### src/design/lsb_pkg.sv
// Shared constants and types for the sink and converter control registers
package lsb_pkg;

  // ****************************************
  // Register offsets and reset values
  // ****************************************
  localparam logic [7:0] ADDR_SINK_PROTECT_CTRL = 8'h12; // converter_sink_protect_ctrl
  localparam logic [7:0] ADDR_BOOST_CTRL_TWO    = 8'h22; // boost_converter_ctrl_two
  localparam logic [7:0] RST_SINK_PROTECT_CTRL  = 8'h00;
  localparam logic [7:0] RST_BOOST_CTRL_TWO     = 8'h0c; // Protect and low-current bits set
  localparam logic [7:0] READ_UNMAPPED          = 8'h00;

  // ****************************************
  // Field positions, boost_converter_ctrl_two
  // ****************************************
  localparam int BIT_GAIN_SELECT   = 0;
  localparam int BIT_SKIP_FAST     = 1;
  localparam int BIT_FB_PIN_PROT   = 2;
  localparam int BIT_COIL_LOWCUR   = 3;
  localparam int BIT_HV_A_OVP      = 4;
  localparam int BIT_HV_B_OVP      = 5;
  localparam int BIT_HV_C_OVP      = 6;
  localparam int BIT_FB_AUTO       = 7;

  // ****************************************
  // Field positions, converter_sink_protect_ctrl
  // ****************************************
  localparam int BIT_PREVIEW_OFF_AFTER = 0;
  localparam int BIT_TRIG_LO           = 1;
  localparam int BIT_TRIG_HI           = 2;
  localparam logic [7:0] PROTECT_CTRL_USED = 8'h07; // Bits 7:3 read as zero

  // ****************************************
  // Codes and widths
  // ****************************************
  localparam int NUM_HV_SINKS = 3;
  localparam int NUM_LV_SINKS = 4;
  localparam int LEVEL_W      = 8;
  localparam int SHARED_W     = 6;
  localparam int SHARED_SHIFT = 2;   // 0.6 mA step onto the 0.15 mA weighted code
  localparam logic [1:0] MODE_OFF     = 2'h0;
  localparam logic [1:0] MODE_ON      = 2'h1;
  localparam logic [1:0] MODE_PWM     = 2'h2;
  localparam logic [1:0] MODE_PATTERN = 2'h3;
  localparam logic [1:0] TRIG_OFF     = 2'h0;
  localparam logic [1:0] TRIG_SOFT    = 2'h1;
  localparam logic [1:0] FIRST_MODE_OWN = 2'h3;

  // Preview control states, Gray along off -> on -> locked
  typedef enum logic [1:0] {
    LSB_PV_OFF    = 2'h0,
    LSB_PV_ON     = 2'h1,
    LSB_PV_LOCKED = 2'h3
  } lsb_preview_state_t;

  // Converter feedback source
  typedef enum logic [1:0] {
    LSB_FB_PIN    = 2'h0,
    LSB_FB_SINK_A = 2'h1,
    LSB_FB_SINK_B = 2'h2,
    LSB_FB_NONE   = 2'h3
  } lsb_fb_source_t;

  // Status of one high-voltage sink
  typedef struct packed {
    logic [1:0] hv_sink_mode_field;
    logic       sink_on_charge_pump_flag;
    logic       over_threshold;          // Pin above the 13.75 V clamp level
  } lsb_hv_sink_t;

  // Register access request
  typedef struct packed {
    logic       wr;
    logic       rd;
    logic [7:0] addr;
    logic [7:0] wdata;
  } lsb_reg_req_t;

endpackage

### src/design/lsb_regs.sv
// Converter and low-voltage sink control register bank
`timescale 1ns/100ps

// Contract
// - Bit 3 resets high; high lowers coil current limit by about a third.
// - Bit 4 enables sink A pull-down when pin over 13.75V and converter on.
// - Bit 5 enables the same pull-down for sink B.
// - Bit 6 enables the same pull-down for sink C.
// - Bit 7 low: feedback follows the separate feedback source setting.
// - Bit 7 high: feedback chosen automatically from sinks A and B only.
// - Auto choice needs mode not off and not on the charge pump.
// - Every low-voltage sink uses an 8-bit current code.
// - Code comes from own level or shared flash or torch level.
// - Code is binary weighted, 0.15 mA per lsb up to 38.25 mA.
// - Bit 0 high turns preview off when the strobe time expires.
// - Trigger bits 2:1 reset to 00; 00 off, writing 01 starts preview; after a bit 0 shut-off the code ignores 01 until 00, 10 or 11 is written.
// - High-voltage mode field: off, on, PWM, pattern generator.
// - First low-voltage sink always uses own level when its mode is 11.
module lsb_regs (
  // Clock and reset
  input  wire logic                                   i_clk_sys,
  input  wire logic                                   i_rst_b,
  // Register access
  input  wire lsb_pkg::lsb_reg_req_t                  i_reg_req,
  output logic      [7:0]                             o_reg_rdata,
  output logic                                        o_reg_rvalid,
  // Converter and high-voltage sinks
  input  wire logic                                   i_step_up_on,
  input  wire lsb_pkg::lsb_fb_source_t                i_feedback_source_select,
  input  wire lsb_pkg::lsb_hv_sink_t [lsb_pkg::NUM_HV_SINKS-1:0] i_hv_sink,
  output logic                                        o_coil_limit_reduced,
  output logic                                        o_gain_select,
  output logic                                        o_skip_fast,
  output logic                                        o_fb_pin_protect,
  output logic      [lsb_pkg::NUM_HV_SINKS-1:0]       o_hv_pull_down,
  output lsb_pkg::lsb_fb_source_t                     o_feedback_source,
  // Low-voltage sink group
  input  wire logic [1:0]                             i_lv_sink_first_mode,
  input  wire logic [lsb_pkg::NUM_LV_SINKS-1:0][lsb_pkg::LEVEL_W-1:0] i_lv_sink_level,
  input  wire logic [lsb_pkg::SHARED_W-1:0]           i_shared_flash_level,
  input  wire logic [lsb_pkg::SHARED_W-1:0]           i_shared_torch_level,
  input  wire logic                                   i_strobe_active,
  input  wire logic                                   i_strobe_expired,
  output logic      [lsb_pkg::NUM_LV_SINKS-1:0][lsb_pkg::LEVEL_W-1:0] o_lv_sink_code,
  output logic                                        o_preview_active
);

  // ****************************************
  // Reset release
  // ****************************************
  logic rst_meta_b;
  logic rst_sync_b;

  // Two flops so release is clean against the clock
  always_ff @(posedge i_clk_sys or negedge i_rst_b) begin
    if (!i_rst_b) begin
      rst_meta_b <= 1'b0;
      rst_sync_b <= 1'b0;
    end else begin
      rst_meta_b <= 1'b1;
      rst_sync_b <= rst_meta_b;
    end
  end

  // ****************************************
  // Register storage
  // ****************************************
  logic [7:0] boost_converter_ctrl_two;
  logic [7:0] converter_sink_protect_ctrl;
  logic       wr_boost;
  logic       wr_protect;
  logic [1:0] wr_trig;

  // Address decode
  always_comb begin
    wr_boost   = 1'b0;
    wr_protect = 1'b0;
    if (i_reg_req.wr && (i_reg_req.addr == lsb_pkg::ADDR_BOOST_CTRL_TWO)) begin
      wr_boost = 1'b1;
    end else if (i_reg_req.wr && (i_reg_req.addr == lsb_pkg::ADDR_SINK_PROTECT_CTRL)) begin
      wr_protect = 1'b1;
    end
  end

  assign wr_trig = i_reg_req.wdata[lsb_pkg::BIT_TRIG_HI:lsb_pkg::BIT_TRIG_LO];

  always_ff @(posedge i_clk_sys or negedge rst_sync_b) begin
    if (!rst_sync_b) begin
      boost_converter_ctrl_two <= lsb_pkg::RST_BOOST_CTRL_TWO;
    end else if (wr_boost) begin
      boost_converter_ctrl_two <= i_reg_req.wdata;
    end
  end

  always_ff @(posedge i_clk_sys or negedge rst_sync_b) begin
    if (!rst_sync_b) begin
      converter_sink_protect_ctrl <= lsb_pkg::RST_SINK_PROTECT_CTRL;
    end else if (wr_protect) begin
      converter_sink_protect_ctrl <= i_reg_req.wdata & lsb_pkg::PROTECT_CTRL_USED;
    end
  end

  // ****************************************
  // Read path
  // ****************************************
  logic [7:0] next_reg_rdata;

  // Unmapped addresses answer zero rather than stalling
  always_comb begin
    if (i_reg_req.addr == lsb_pkg::ADDR_BOOST_CTRL_TWO) begin
      next_reg_rdata = boost_converter_ctrl_two;
    end else if (i_reg_req.addr == lsb_pkg::ADDR_SINK_PROTECT_CTRL) begin
      next_reg_rdata = converter_sink_protect_ctrl;
    end else begin
      next_reg_rdata = lsb_pkg::READ_UNMAPPED;
    end
  end

  // Read data held until the next read
  always_ff @(posedge i_clk_sys or negedge rst_sync_b) begin
    if (!rst_sync_b) begin
      o_reg_rdata  <= lsb_pkg::READ_UNMAPPED;
      o_reg_rvalid <= 1'b0;
    end else begin
      o_reg_rvalid <= i_reg_req.rd;
      if (i_reg_req.rd) begin
        o_reg_rdata <= next_reg_rdata;
      end
    end
  end

  // ****************************************
  // Converter controls
  // ****************************************
  logic [lsb_pkg::NUM_HV_SINKS-1:0] ovp_enable;
  logic [lsb_pkg::NUM_HV_SINKS-1:0] next_hv_pull_down;

  assign ovp_enable = {boost_converter_ctrl_two[lsb_pkg::BIT_HV_C_OVP],
                       boost_converter_ctrl_two[lsb_pkg::BIT_HV_B_OVP],
                       boost_converter_ctrl_two[lsb_pkg::BIT_HV_A_OVP]};

  genvar gh;
  generate
    for (gh = 0; gh < lsb_pkg::NUM_HV_SINKS; gh++) begin : g_clamp
      assign next_hv_pull_down[gh] = ovp_enable[gh] & i_step_up_on & i_hv_sink[gh].over_threshold;
    end
  endgenerate

  // Static converter settings and sink pull-downs
  always_ff @(posedge i_clk_sys or negedge rst_sync_b) begin
    if (!rst_sync_b) begin
      o_coil_limit_reduced <= lsb_pkg::RST_BOOST_CTRL_TWO[lsb_pkg::BIT_COIL_LOWCUR];
      o_gain_select        <= lsb_pkg::RST_BOOST_CTRL_TWO[lsb_pkg::BIT_GAIN_SELECT];
      o_skip_fast          <= lsb_pkg::RST_BOOST_CTRL_TWO[lsb_pkg::BIT_SKIP_FAST];
      o_fb_pin_protect     <= lsb_pkg::RST_BOOST_CTRL_TWO[lsb_pkg::BIT_FB_PIN_PROT];
      o_hv_pull_down       <= '0;
    end else begin
      o_coil_limit_reduced <= boost_converter_ctrl_two[lsb_pkg::BIT_COIL_LOWCUR];
      o_gain_select        <= boost_converter_ctrl_two[lsb_pkg::BIT_GAIN_SELECT];
      o_skip_fast          <= boost_converter_ctrl_two[lsb_pkg::BIT_SKIP_FAST];
      o_fb_pin_protect     <= boost_converter_ctrl_two[lsb_pkg::BIT_FB_PIN_PROT];
      o_hv_pull_down       <= next_hv_pull_down;
    end
  end

  // ****************************************
  // Feedback selection
  // ****************************************
  logic                    elig_a;
  logic                    elig_b;
  lsb_pkg::lsb_fb_source_t next_feedback_source;

  assign elig_a = (i_hv_sink[0].hv_sink_mode_field != lsb_pkg::MODE_OFF) &
                  !i_hv_sink[0].sink_on_charge_pump_flag;
  assign elig_b = (i_hv_sink[1].hv_sink_mode_field != lsb_pkg::MODE_OFF) &
                  !i_hv_sink[1].sink_on_charge_pump_flag;

  // Sink A preferred when both qualify; no candidate leaves the loop open
  always_comb begin
    if (!boost_converter_ctrl_two[lsb_pkg::BIT_FB_AUTO]) begin
      next_feedback_source = i_feedback_source_select;
    end else if (elig_a) begin
      next_feedback_source = lsb_pkg::LSB_FB_SINK_A;
    end else if (elig_b) begin
      next_feedback_source = lsb_pkg::LSB_FB_SINK_B;
    end else begin
      next_feedback_source = lsb_pkg::LSB_FB_NONE;
    end
  end

  always_ff @(posedge i_clk_sys or negedge rst_sync_b) begin
    if (!rst_sync_b) begin
      o_feedback_source <= lsb_pkg::LSB_FB_PIN;
    end else begin
      o_feedback_source <= next_feedback_source;
    end
  end

  // ****************************************
  // Preview control
  // ****************************************
  lsb_pkg::lsb_preview_state_t pv_state;
  lsb_pkg::lsb_preview_state_t next_pv_state;

  // Locked state ignores re-writes of 01 so a stale torch cannot restart
  always_comb begin
    next_pv_state = pv_state;
    case (pv_state)
      lsb_pkg::LSB_PV_OFF: begin
        if (wr_protect && (wr_trig == lsb_pkg::TRIG_SOFT)) begin
          next_pv_state = lsb_pkg::LSB_PV_ON;
        end
      end
      lsb_pkg::LSB_PV_ON: begin
        if (wr_protect && (wr_trig != lsb_pkg::TRIG_SOFT)) begin
          next_pv_state = lsb_pkg::LSB_PV_OFF;
        end else if (i_strobe_expired &&
                     converter_sink_protect_ctrl[lsb_pkg::BIT_PREVIEW_OFF_AFTER]) begin
          next_pv_state = lsb_pkg::LSB_PV_LOCKED;
        end
      end
      lsb_pkg::LSB_PV_LOCKED: begin
        if (wr_protect && (wr_trig != lsb_pkg::TRIG_SOFT)) begin
          next_pv_state = lsb_pkg::LSB_PV_OFF;
        end
      end
      default: begin
        next_pv_state = lsb_pkg::LSB_PV_OFF;
      end
    endcase
  end

  always_ff @(posedge i_clk_sys or negedge rst_sync_b) begin
    if (!rst_sync_b) begin
      pv_state <= lsb_pkg::LSB_PV_OFF;
    end else begin
      pv_state <= next_pv_state;
    end
  end

  always_ff @(posedge i_clk_sys or negedge rst_sync_b) begin
    if (!rst_sync_b) begin
      o_preview_active <= 1'b0;
    end else begin
      o_preview_active <= (next_pv_state == lsb_pkg::LSB_PV_ON);
    end
  end

  // ****************************************
  // Low-voltage sink codes
  // ****************************************
  logic [lsb_pkg::NUM_LV_SINKS-1:0][lsb_pkg::LEVEL_W-1:0] next_lv_sink_code;
  logic [lsb_pkg::NUM_LV_SINKS-1:0]                       use_own;
  logic                                                   preview_on;

  assign preview_on = (pv_state == lsb_pkg::LSB_PV_ON);

  genvar gl;
  generate
    for (gl = 0; gl < lsb_pkg::NUM_LV_SINKS; gl++) begin : g_lv
      if (gl == 0) begin : g_first
        assign use_own[gl] = (i_lv_sink_first_mode == lsb_pkg::FIRST_MODE_OWN);
      end else begin : g_rest
        assign use_own[gl] = 1'b0;
      end
      lsb_level_select u_sel (
        .i_use_own            (use_own[gl]),
        .i_strobe_active      (i_strobe_active),
        .i_preview_active     (preview_on),
        .i_own_level          (i_lv_sink_level[gl]),
        .i_shared_flash_level (i_shared_flash_level),
        .i_shared_torch_level (i_shared_torch_level),
        .o_level              (next_lv_sink_code[gl])
      );
    end
  endgenerate

  // weighted code passed unchanged to the DAC
  always_ff @(posedge i_clk_sys or negedge rst_sync_b) begin
    if (!rst_sync_b) begin
      o_lv_sink_code <= '0;
    end else begin
      o_lv_sink_code <= next_lv_sink_code;
    end
  end

endmodule

### src/design/lsb_level_select.sv
// Current code selection for one low-voltage sink
`timescale 1ns/100ps

module lsb_level_select (
  // Selection
  input  wire logic                             i_use_own,
  input  wire logic                             i_strobe_active,
  input  wire logic                             i_preview_active,
  // Levels
  input  wire logic [lsb_pkg::LEVEL_W-1:0]      i_own_level,
  input  wire logic [lsb_pkg::SHARED_W-1:0]     i_shared_flash_level,
  input  wire logic [lsb_pkg::SHARED_W-1:0]     i_shared_torch_level,
  // Result
  output logic      [lsb_pkg::LEVEL_W-1:0]      o_level
);

  logic [lsb_pkg::LEVEL_W-1:0] flash_code;
  logic [lsb_pkg::LEVEL_W-1:0] torch_code;

  // Shared codes scaled onto the binary weighted 8-bit code
  assign flash_code = {i_shared_flash_level, {lsb_pkg::SHARED_SHIFT{1'b0}}};
  assign torch_code = {i_shared_torch_level, {lsb_pkg::SHARED_SHIFT{1'b0}}};

  always_comb begin
    if (i_use_own) begin
      o_level = i_own_level;
    end else if (i_strobe_active) begin
      o_level = flash_code;
    end else if (i_preview_active) begin
      o_level = torch_code;
    end else begin
      o_level = i_own_level;
    end
  end

endmodule

### config.mk
export PLATFORM = sky130hd
export DESIGN_NAME = lsb_regs
export DESIGN_NICKNAME = d
export VERILOG_FILES = /design/src/design/lsb_pkg.sv /design/src/design/lsb_regs.sv /design/src/design/lsb_level_select.sv
export SDC_FILE = /design/constraint.sdc
export NUM_CORES = 1
export LEC_CHECK = 0
export CAP_MARGIN = 15
export CORE_MARGIN = 8
export CORE_UTILIZATION = 60
export CTS_CLUSTER_SIZE = 20
export DETAILED_ROUTE_END_ITERATION = 8
export DONT_BUFFER_PORTS = 1
export PLACE_DENSITY = 0.76
export SYNTH_ARGS = -nofsm -noshare
export SYNTH_HDL_FRONTEND = slang
export SYNTH_SLANG_ARGS = --single-unit
### constraint.sdc
create_clock -name i_clk_sys -period 3.1 [get_ports i_clk_sys]
set_input_delay 0.465 -clock i_clk_sys [delete_from_list [all_inputs] [get_ports i_clk_sys]]
set_output_delay 0.465 -clock i_clk_sys [all_outputs]
set_load 0.05 [all_outputs]
# ---- Word level (Yosys, flattened, before mapping)
# Index checks and enable logic that the tools add are counted.
dict set report word_totals {
  regBits 66
  inputBits 83
  out_inout_bits 51
  elab_cells 66
}
dict set report op_classes {
  n_eq_ne 8
  muxes 22
  bitwise_logic 8
  n_reduce_logical 10
}
# op count
set ops {}
lappend ops {{8-bit two-way mux} 10}
lappend ops {{2-bit two-way mux} 6}
lappend ops {{1-bit AND} 8}
lappend ops {{8-bit by 5-bit equality test with 1-bit output, second input constant} 1}
lappend ops {{8-bit by 6-bit equality test with 1-bit output, second input constant} 1}
lappend ops {{2-bit by 1-bit equality test with 1-bit output, second input constant} 3}
lappend ops {{2-bit one-hot mux with 3 select lines} 1}
lappend ops {{1-bit logical AND} 5}
lappend ops {{2-bit equality test, second input constant} 2}
lappend ops {{1-bit two-way mux} 4}
lappend ops {{2-bit nonzero test} 2}
lappend ops {{3-bit two-way mux} 1}
lappend ops {{1-bit logical NOT} 2}
lappend ops {{2-bit logical NOT} 1}
lappend ops {{2-bit by 1-bit inequality test with 1-bit output, second input constant} 1}

# ---- Depth between registers and ports, before layout
dict set report depth {
  ltp_word 8
  ltp_mapped 5
  depth_no_buf 3
}

# ---- Hierarchy
# From an unflattened synthesis, not the netlist that was laid out.
dict set report unflattened {
  hier_cells 252
  area_unflattened_um2 2924.1
}
# module n_inst cells_each area_per_inst_um2 seq_area_each_um2
set modules_own_cells {}
lappend modules_own_cells {lsb_regs 1 132 2138.3 1656.6}
lappend modules_own_cells {lsb_level_select 4 30 196.4 0.0}

# ---- Worst setup path before layout
# No wires, ideal clock.
dict set report synth_path {
  path_kind {input-to-reg}
  start {input i_reg_req[8] in the netlist's numbering}
  end {register converter_sink_protect_ctrl[0]}
  setup_ns 0.125
  arrival_ns 1.720
  required_time_ns 2.975
  slack_ns 1.255
  stages 3
  n_path_buf 0
  cell_sequence {or4b_4 > or3_4 > mux2_4}
}
dict set report synth_via {
  elab_chain_len 4
  word_cells_on_any_way 6
  cone_classes {eq/ne (2); mux (2); reduce/logical (2)}
}
# element line
set synth_rtl {}
lappend synth_rtl {{start: declaration} lsb_regs.sv:24} ;# input wire lsb_pkg::lsb_reg_req_t i_reg_req,
lappend synth_rtl {{8-bit by 5-bit equality test with 1-bit output} lsb_regs.sv:80} ;# end else if (i_reg_req.wr && (i_reg_req.addr == lsb_pkg::ADDR_SINK_PROTECT_CTRL)) begin
lappend synth_rtl {{1-bit logical AND} lsb_regs.sv:80}
lappend synth_rtl {{1-bit two-way mux} lsb_regs.sv:80}
lappend synth_rtl {{1-bit two-way mux *} lsb_regs.sv:78} ;# if (i_reg_req.wr && (i_reg_req.addr == lsb_pkg::ADDR_BOOST_CTRL_TWO)) begin
lappend synth_rtl {{end signal: assignment} lsb_regs.sv:97} ;# converter_sink_protect_ctrl <= lsb_pkg::RST_SINK_PROTECT_CTRL;
lappend synth_rtl {{end signal: assignment} lsb_regs.sv:99} ;# converter_sink_protect_ctrl <= i_reg_req.wdata & lsb_pkg::PROTECT_CTRL_USED;
lappend synth_rtl {{end: declaration} lsb_regs.sv:69} ;# logic [7:0] converter_sink_protect_ctrl;
# Mark *: on every way between the ends. The rest lies on a longest branch, timed or not.
# A chain may end at the register's enable or synchronous reset.

# ---- Final worst setup path
dict set report layout_path {
  start {register pv_state[0]}
  end {register o_lv_sink_code[2] in the netlist's numbering}
}
dict set report layout_via {
  elab_chain_len 4
}
# element line
set layout_rtl {}
lappend layout_rtl {{start: declaration} lsb_regs.sv:202} ;# lsb_pkg::lsb_preview_state_t pv_state;
lappend layout_rtl {{start signal: assignment} lsb_regs.sv:235} ;# pv_state <= lsb_pkg::LSB_PV_OFF;
lappend layout_rtl {{start signal: assignment} lsb_regs.sv:237} ;# pv_state <= next_pv_state;
lappend layout_rtl {{2-bit by 1-bit equality test with 1-bit output} lsb_regs.sv:256} ;# assign preview_on = (pv_state == lsb_pkg::LSB_PV_ON);
lappend layout_rtl {{8-bit two-way mux} lsb_level_select.sv:29} ;# end else if (i_preview_active) begin
lappend layout_rtl {{8-bit two-way mux} lsb_level_select.sv:27} ;# end else if (i_strobe_active) begin
lappend layout_rtl {{8-bit two-way mux} lsb_level_select.sv:25} ;# if (i_use_own) begin
lappend layout_rtl {{via g_lv[0].u_sel.o_level, one bit} lsb_level_select.sv:14} ;# output logic [lsb_pkg::LEVEL_W-1:0] o_level
lappend layout_rtl {{end signal: assignment} lsb_regs.sv:283} ;# o_lv_sink_code <= next_lv_sink_code;
lappend layout_rtl {{end: declaration} lsb_regs.sv:44} ;# output logic [lsb_pkg::NUM_LV_SINKS-1:0][lsb_pkg::LEVEL_W-1:0] o_lv_sink_code,
# The timed path passes the listed nets, and every way through them passes these cells.

==> impl_metrics.tcl <==
set metrics [dict create \
    run_status "finished clean" \
    insertion_delay_ns 0.32 \
    multiInputGateArea_um2 863 \
    cts_resized 0 \
    hold_depth 0 \
    hpwl_um 4620 \
    antenna_found_initial 0 \
    ctsLongestPathBuffers 2 \
    grt_pass1_wl_um 8760 \
    first_pass_iters 4 \
    drtIter0Drc 52 \
    max_freq_ghz 0.585 \
    fin_crit_sh_pct 55.2 \
    area_growth_pct 10.7 \
    skew_ns 0.00476 \
    worstSetupEndpointType "flip-flop" \
    grt-ovfl-total 0 \
    numCtsBuffers 9 \
    diodes 0 \
    netlist_instances 204 \
    synth.distinct_cells 32 \
    syn-num-nets 287 \
    slew_headroom_pct 58.4 \
    cts-root-buf "clkbuf_8" \
    rsz0062_at_grt "false" \
    ys_ff_latch 66 \
    required_ns 3.30 \
    cts.sinks 66 \
    p_per_area_nw_per_um2 745 \
    clk_pin_slew_ns 0.06 \
    crit_type "flip-flop to flip-flop" \
    synth_top_flop_cell "dfrtp_1" \
    layout.nets 297 \
    drv_slew 0 \
    wl_per_cell_um 21.6 \
    synth.largest_area_cell "dfrtp_1" \
    async_flop_share_pct 100 \
    yosysSeqAreaShare_pct 64.9 \
    core_um2 4060 \
    critPathLaunchType "flip-flop" \
    final-seq-area_um2 1660 \
    synthTopCellsByArea "dfrtp_1 61%, mux2_2 7.9%, a21oi_1 4.5%" \
    period_minus_slack_ns 1.71 \
    htree_num_levels 3 \
    die-area_um2 6600 \
    fin_cells 269 \
    start_util_pct 62.9 \
    synth-edff-count 0 \
    synth_area_um2 2550 \
    final-hold-violation-count 0 \
    routed_via_density 5.93 \
    place.gp.congestion 0.867 \
    drive_gt1_share_pct 21.9 \
    setup_viol 0 \
    synth_top_area_share_pct 60.8 \
    via_count 1595 \
    final.setup.tns_ns 0 \
    die_h_um 81.2 \
    p_leak_nw 1.28 \
    portBuffers 0 \
    ant_nets 0 \
    peakVddDrop_mv 0.429 \
    reg2reg_depth 4 \
    cts_tree "built" \
    ys_warn_count 0 \
    dp.cells 251 \
    postSynthAreaPerCell_um2 12.5 \
    postCtsSetupBuffers 0 \
    cp.arrival_ns 1.91 \
    rows 23 \
    fp.dieW_um 81.2 \
    io_pins 134 \
    grtUsageTotal_pct 17.8 \
    worstPathMaxFanout 8 \
    tightest_slew_ns 0.620 \
    drc 0 \
    holdCritPathClass "input port to flip-flop" \
    routed_wirelength_um 5810 \
    drv_cap 0 \
    grt_pass1_vias 1774 \
    fillCellCount 288 \
    grt_max_degree 51 \
]
==> cell usage after synthesis (all sizes together) (2+ instances only) <==
cell / number
o2bb2ai: 5
o21ai: 2
a21o: 3
a22oi: 3
clkbuf: 6
inv: 3
dfstp: 4
mux2: 21
o31ai: 3
and3: 3
dfrtp: 62
nand2: 26
nand2b: 2
nor2b: 8
nor2: 7
a21oi: 23
and2: 8
nor3: 3
==> logic make-up after synthesis <==
group                  share of synthesized area (%)
AOI/OAI and AO/OA                               11.1
other                                          0.147
muxes                                           9.70
and+or+nand+nor                                 12.9
DFF                                             64.9
buffers and inverters                           1.32
==> where the power goes <==
group	internal, W	switching (W)
registers	0.000946	0.000320
logic	0.0000914	0.000117
clock network	0.000358	0.000275
total	0.00139	0.000713
==> critical path, cell delays in order, from the launching register on <==
cell     delay [ns]
dfrtp_1        0.39
nor2b_1        0.14
buf_4          0.16
o21ai_1        0.50
mux2_2         0.41
==> cell type report <==
cell class              instances  area share [%]
clock buffers                  16            6.37
inverters                       3           0.398
multi-input cells             129            30.5
flip-flops and latches         66            58.6
well taps                      50            2.21
repair buffers                  5            1.86
==> final timing paths <==
kind | startpoint | to | slack [ns]
max in group asynchronous | rst_sync_b$_DFF_PN0_ | o_coil_limit_reduced$_DFF_PN1_ | 2.30
min | i_reg_req[16] | o_reg_rvalid$_DFF_PN0_ | 0.17
max | pv_state[0]$_DFF_PN0_ | o_lv_sink_code[2]$_DFF_PN0_ | 1.39
min reg2reg | rst_sync_b$_DFF_PN0_ | o_lv_sink_code[27]$_DFF_PN0_ | 0.21
max reg2reg | pv_state[0]$_DFF_PN0_ | o_lv_sink_code[2]$_DFF_PN0_ | 1.39
min in group asynchronous | rst_sync_b$_DFF_PN0_ | o_lv_sink_code[27]$_DFF_PN0_ | 0.21
==> flip-flops by register name, summed over array words and instances (netlist names), 2 cells and up <==
name,count
o_lv_sink_code,32
boost_converter_ctrl_two,8
o_reg_rdata,8
converter_sink_protect_ctrl,3
o_hv_pull_down,3
o_feedback_source,2
pv_state,2
==> timing repair <==
action / 4_1_cts / 5_1_grt
endpoints found under the setup margin: 0 / 0
hold buffers: 1 / 0
endpoints found under the hold margin: 2 / 0
==> cell usage in the layout (no fill, tap or decap), types with 4 or more instances in the layout <==
| master | count |
|---|---|
| a21oi_1 | 23 |
| and2_1 | 8 |
| clkbuf_1 | 4 |
| clkbuf_8 | 12 |
| dfrtp_1 | 61 |
| dfstp_2 | 4 |
| mux2_2 | 18 |
| nand2_1 | 26 |
| nor2_1 | 7 |
| nor2b_1 | 8 |
| o2bb2ai_1 | 5 |
==> per-stage QoR <==
stage / total power, W / hold WS, ns / setup WS, ns / cell area, um^2 / utilization (%)
after floorplan: 0.00142 / 0.169 / 1.13 / 2550 / -
after global placement: 0.00148 / 0.169 / 1.16 / 2620 / 64.5
after detailed placement: 0.00149 / 0.169 / 1.12 / 2620 / 64.5
after CTS: 0.00213 / 0.157 / 1.38 / 2810 / 69.2
after global routing: 0.00220 / 0.149 / 1.33 / 2830 / 69.7
final: 0.00211 / 0.168 / 1.39 / 2830 / 69.7
==> layer usage <==
metal	share of wire [%]	GRT usage (%)
met2	52	30.6
met5	0	0
met1	33	17.4
met4	1.3	7.50
met3	13	9.82
Note: power is estimated with default switching activity, not from simulation.
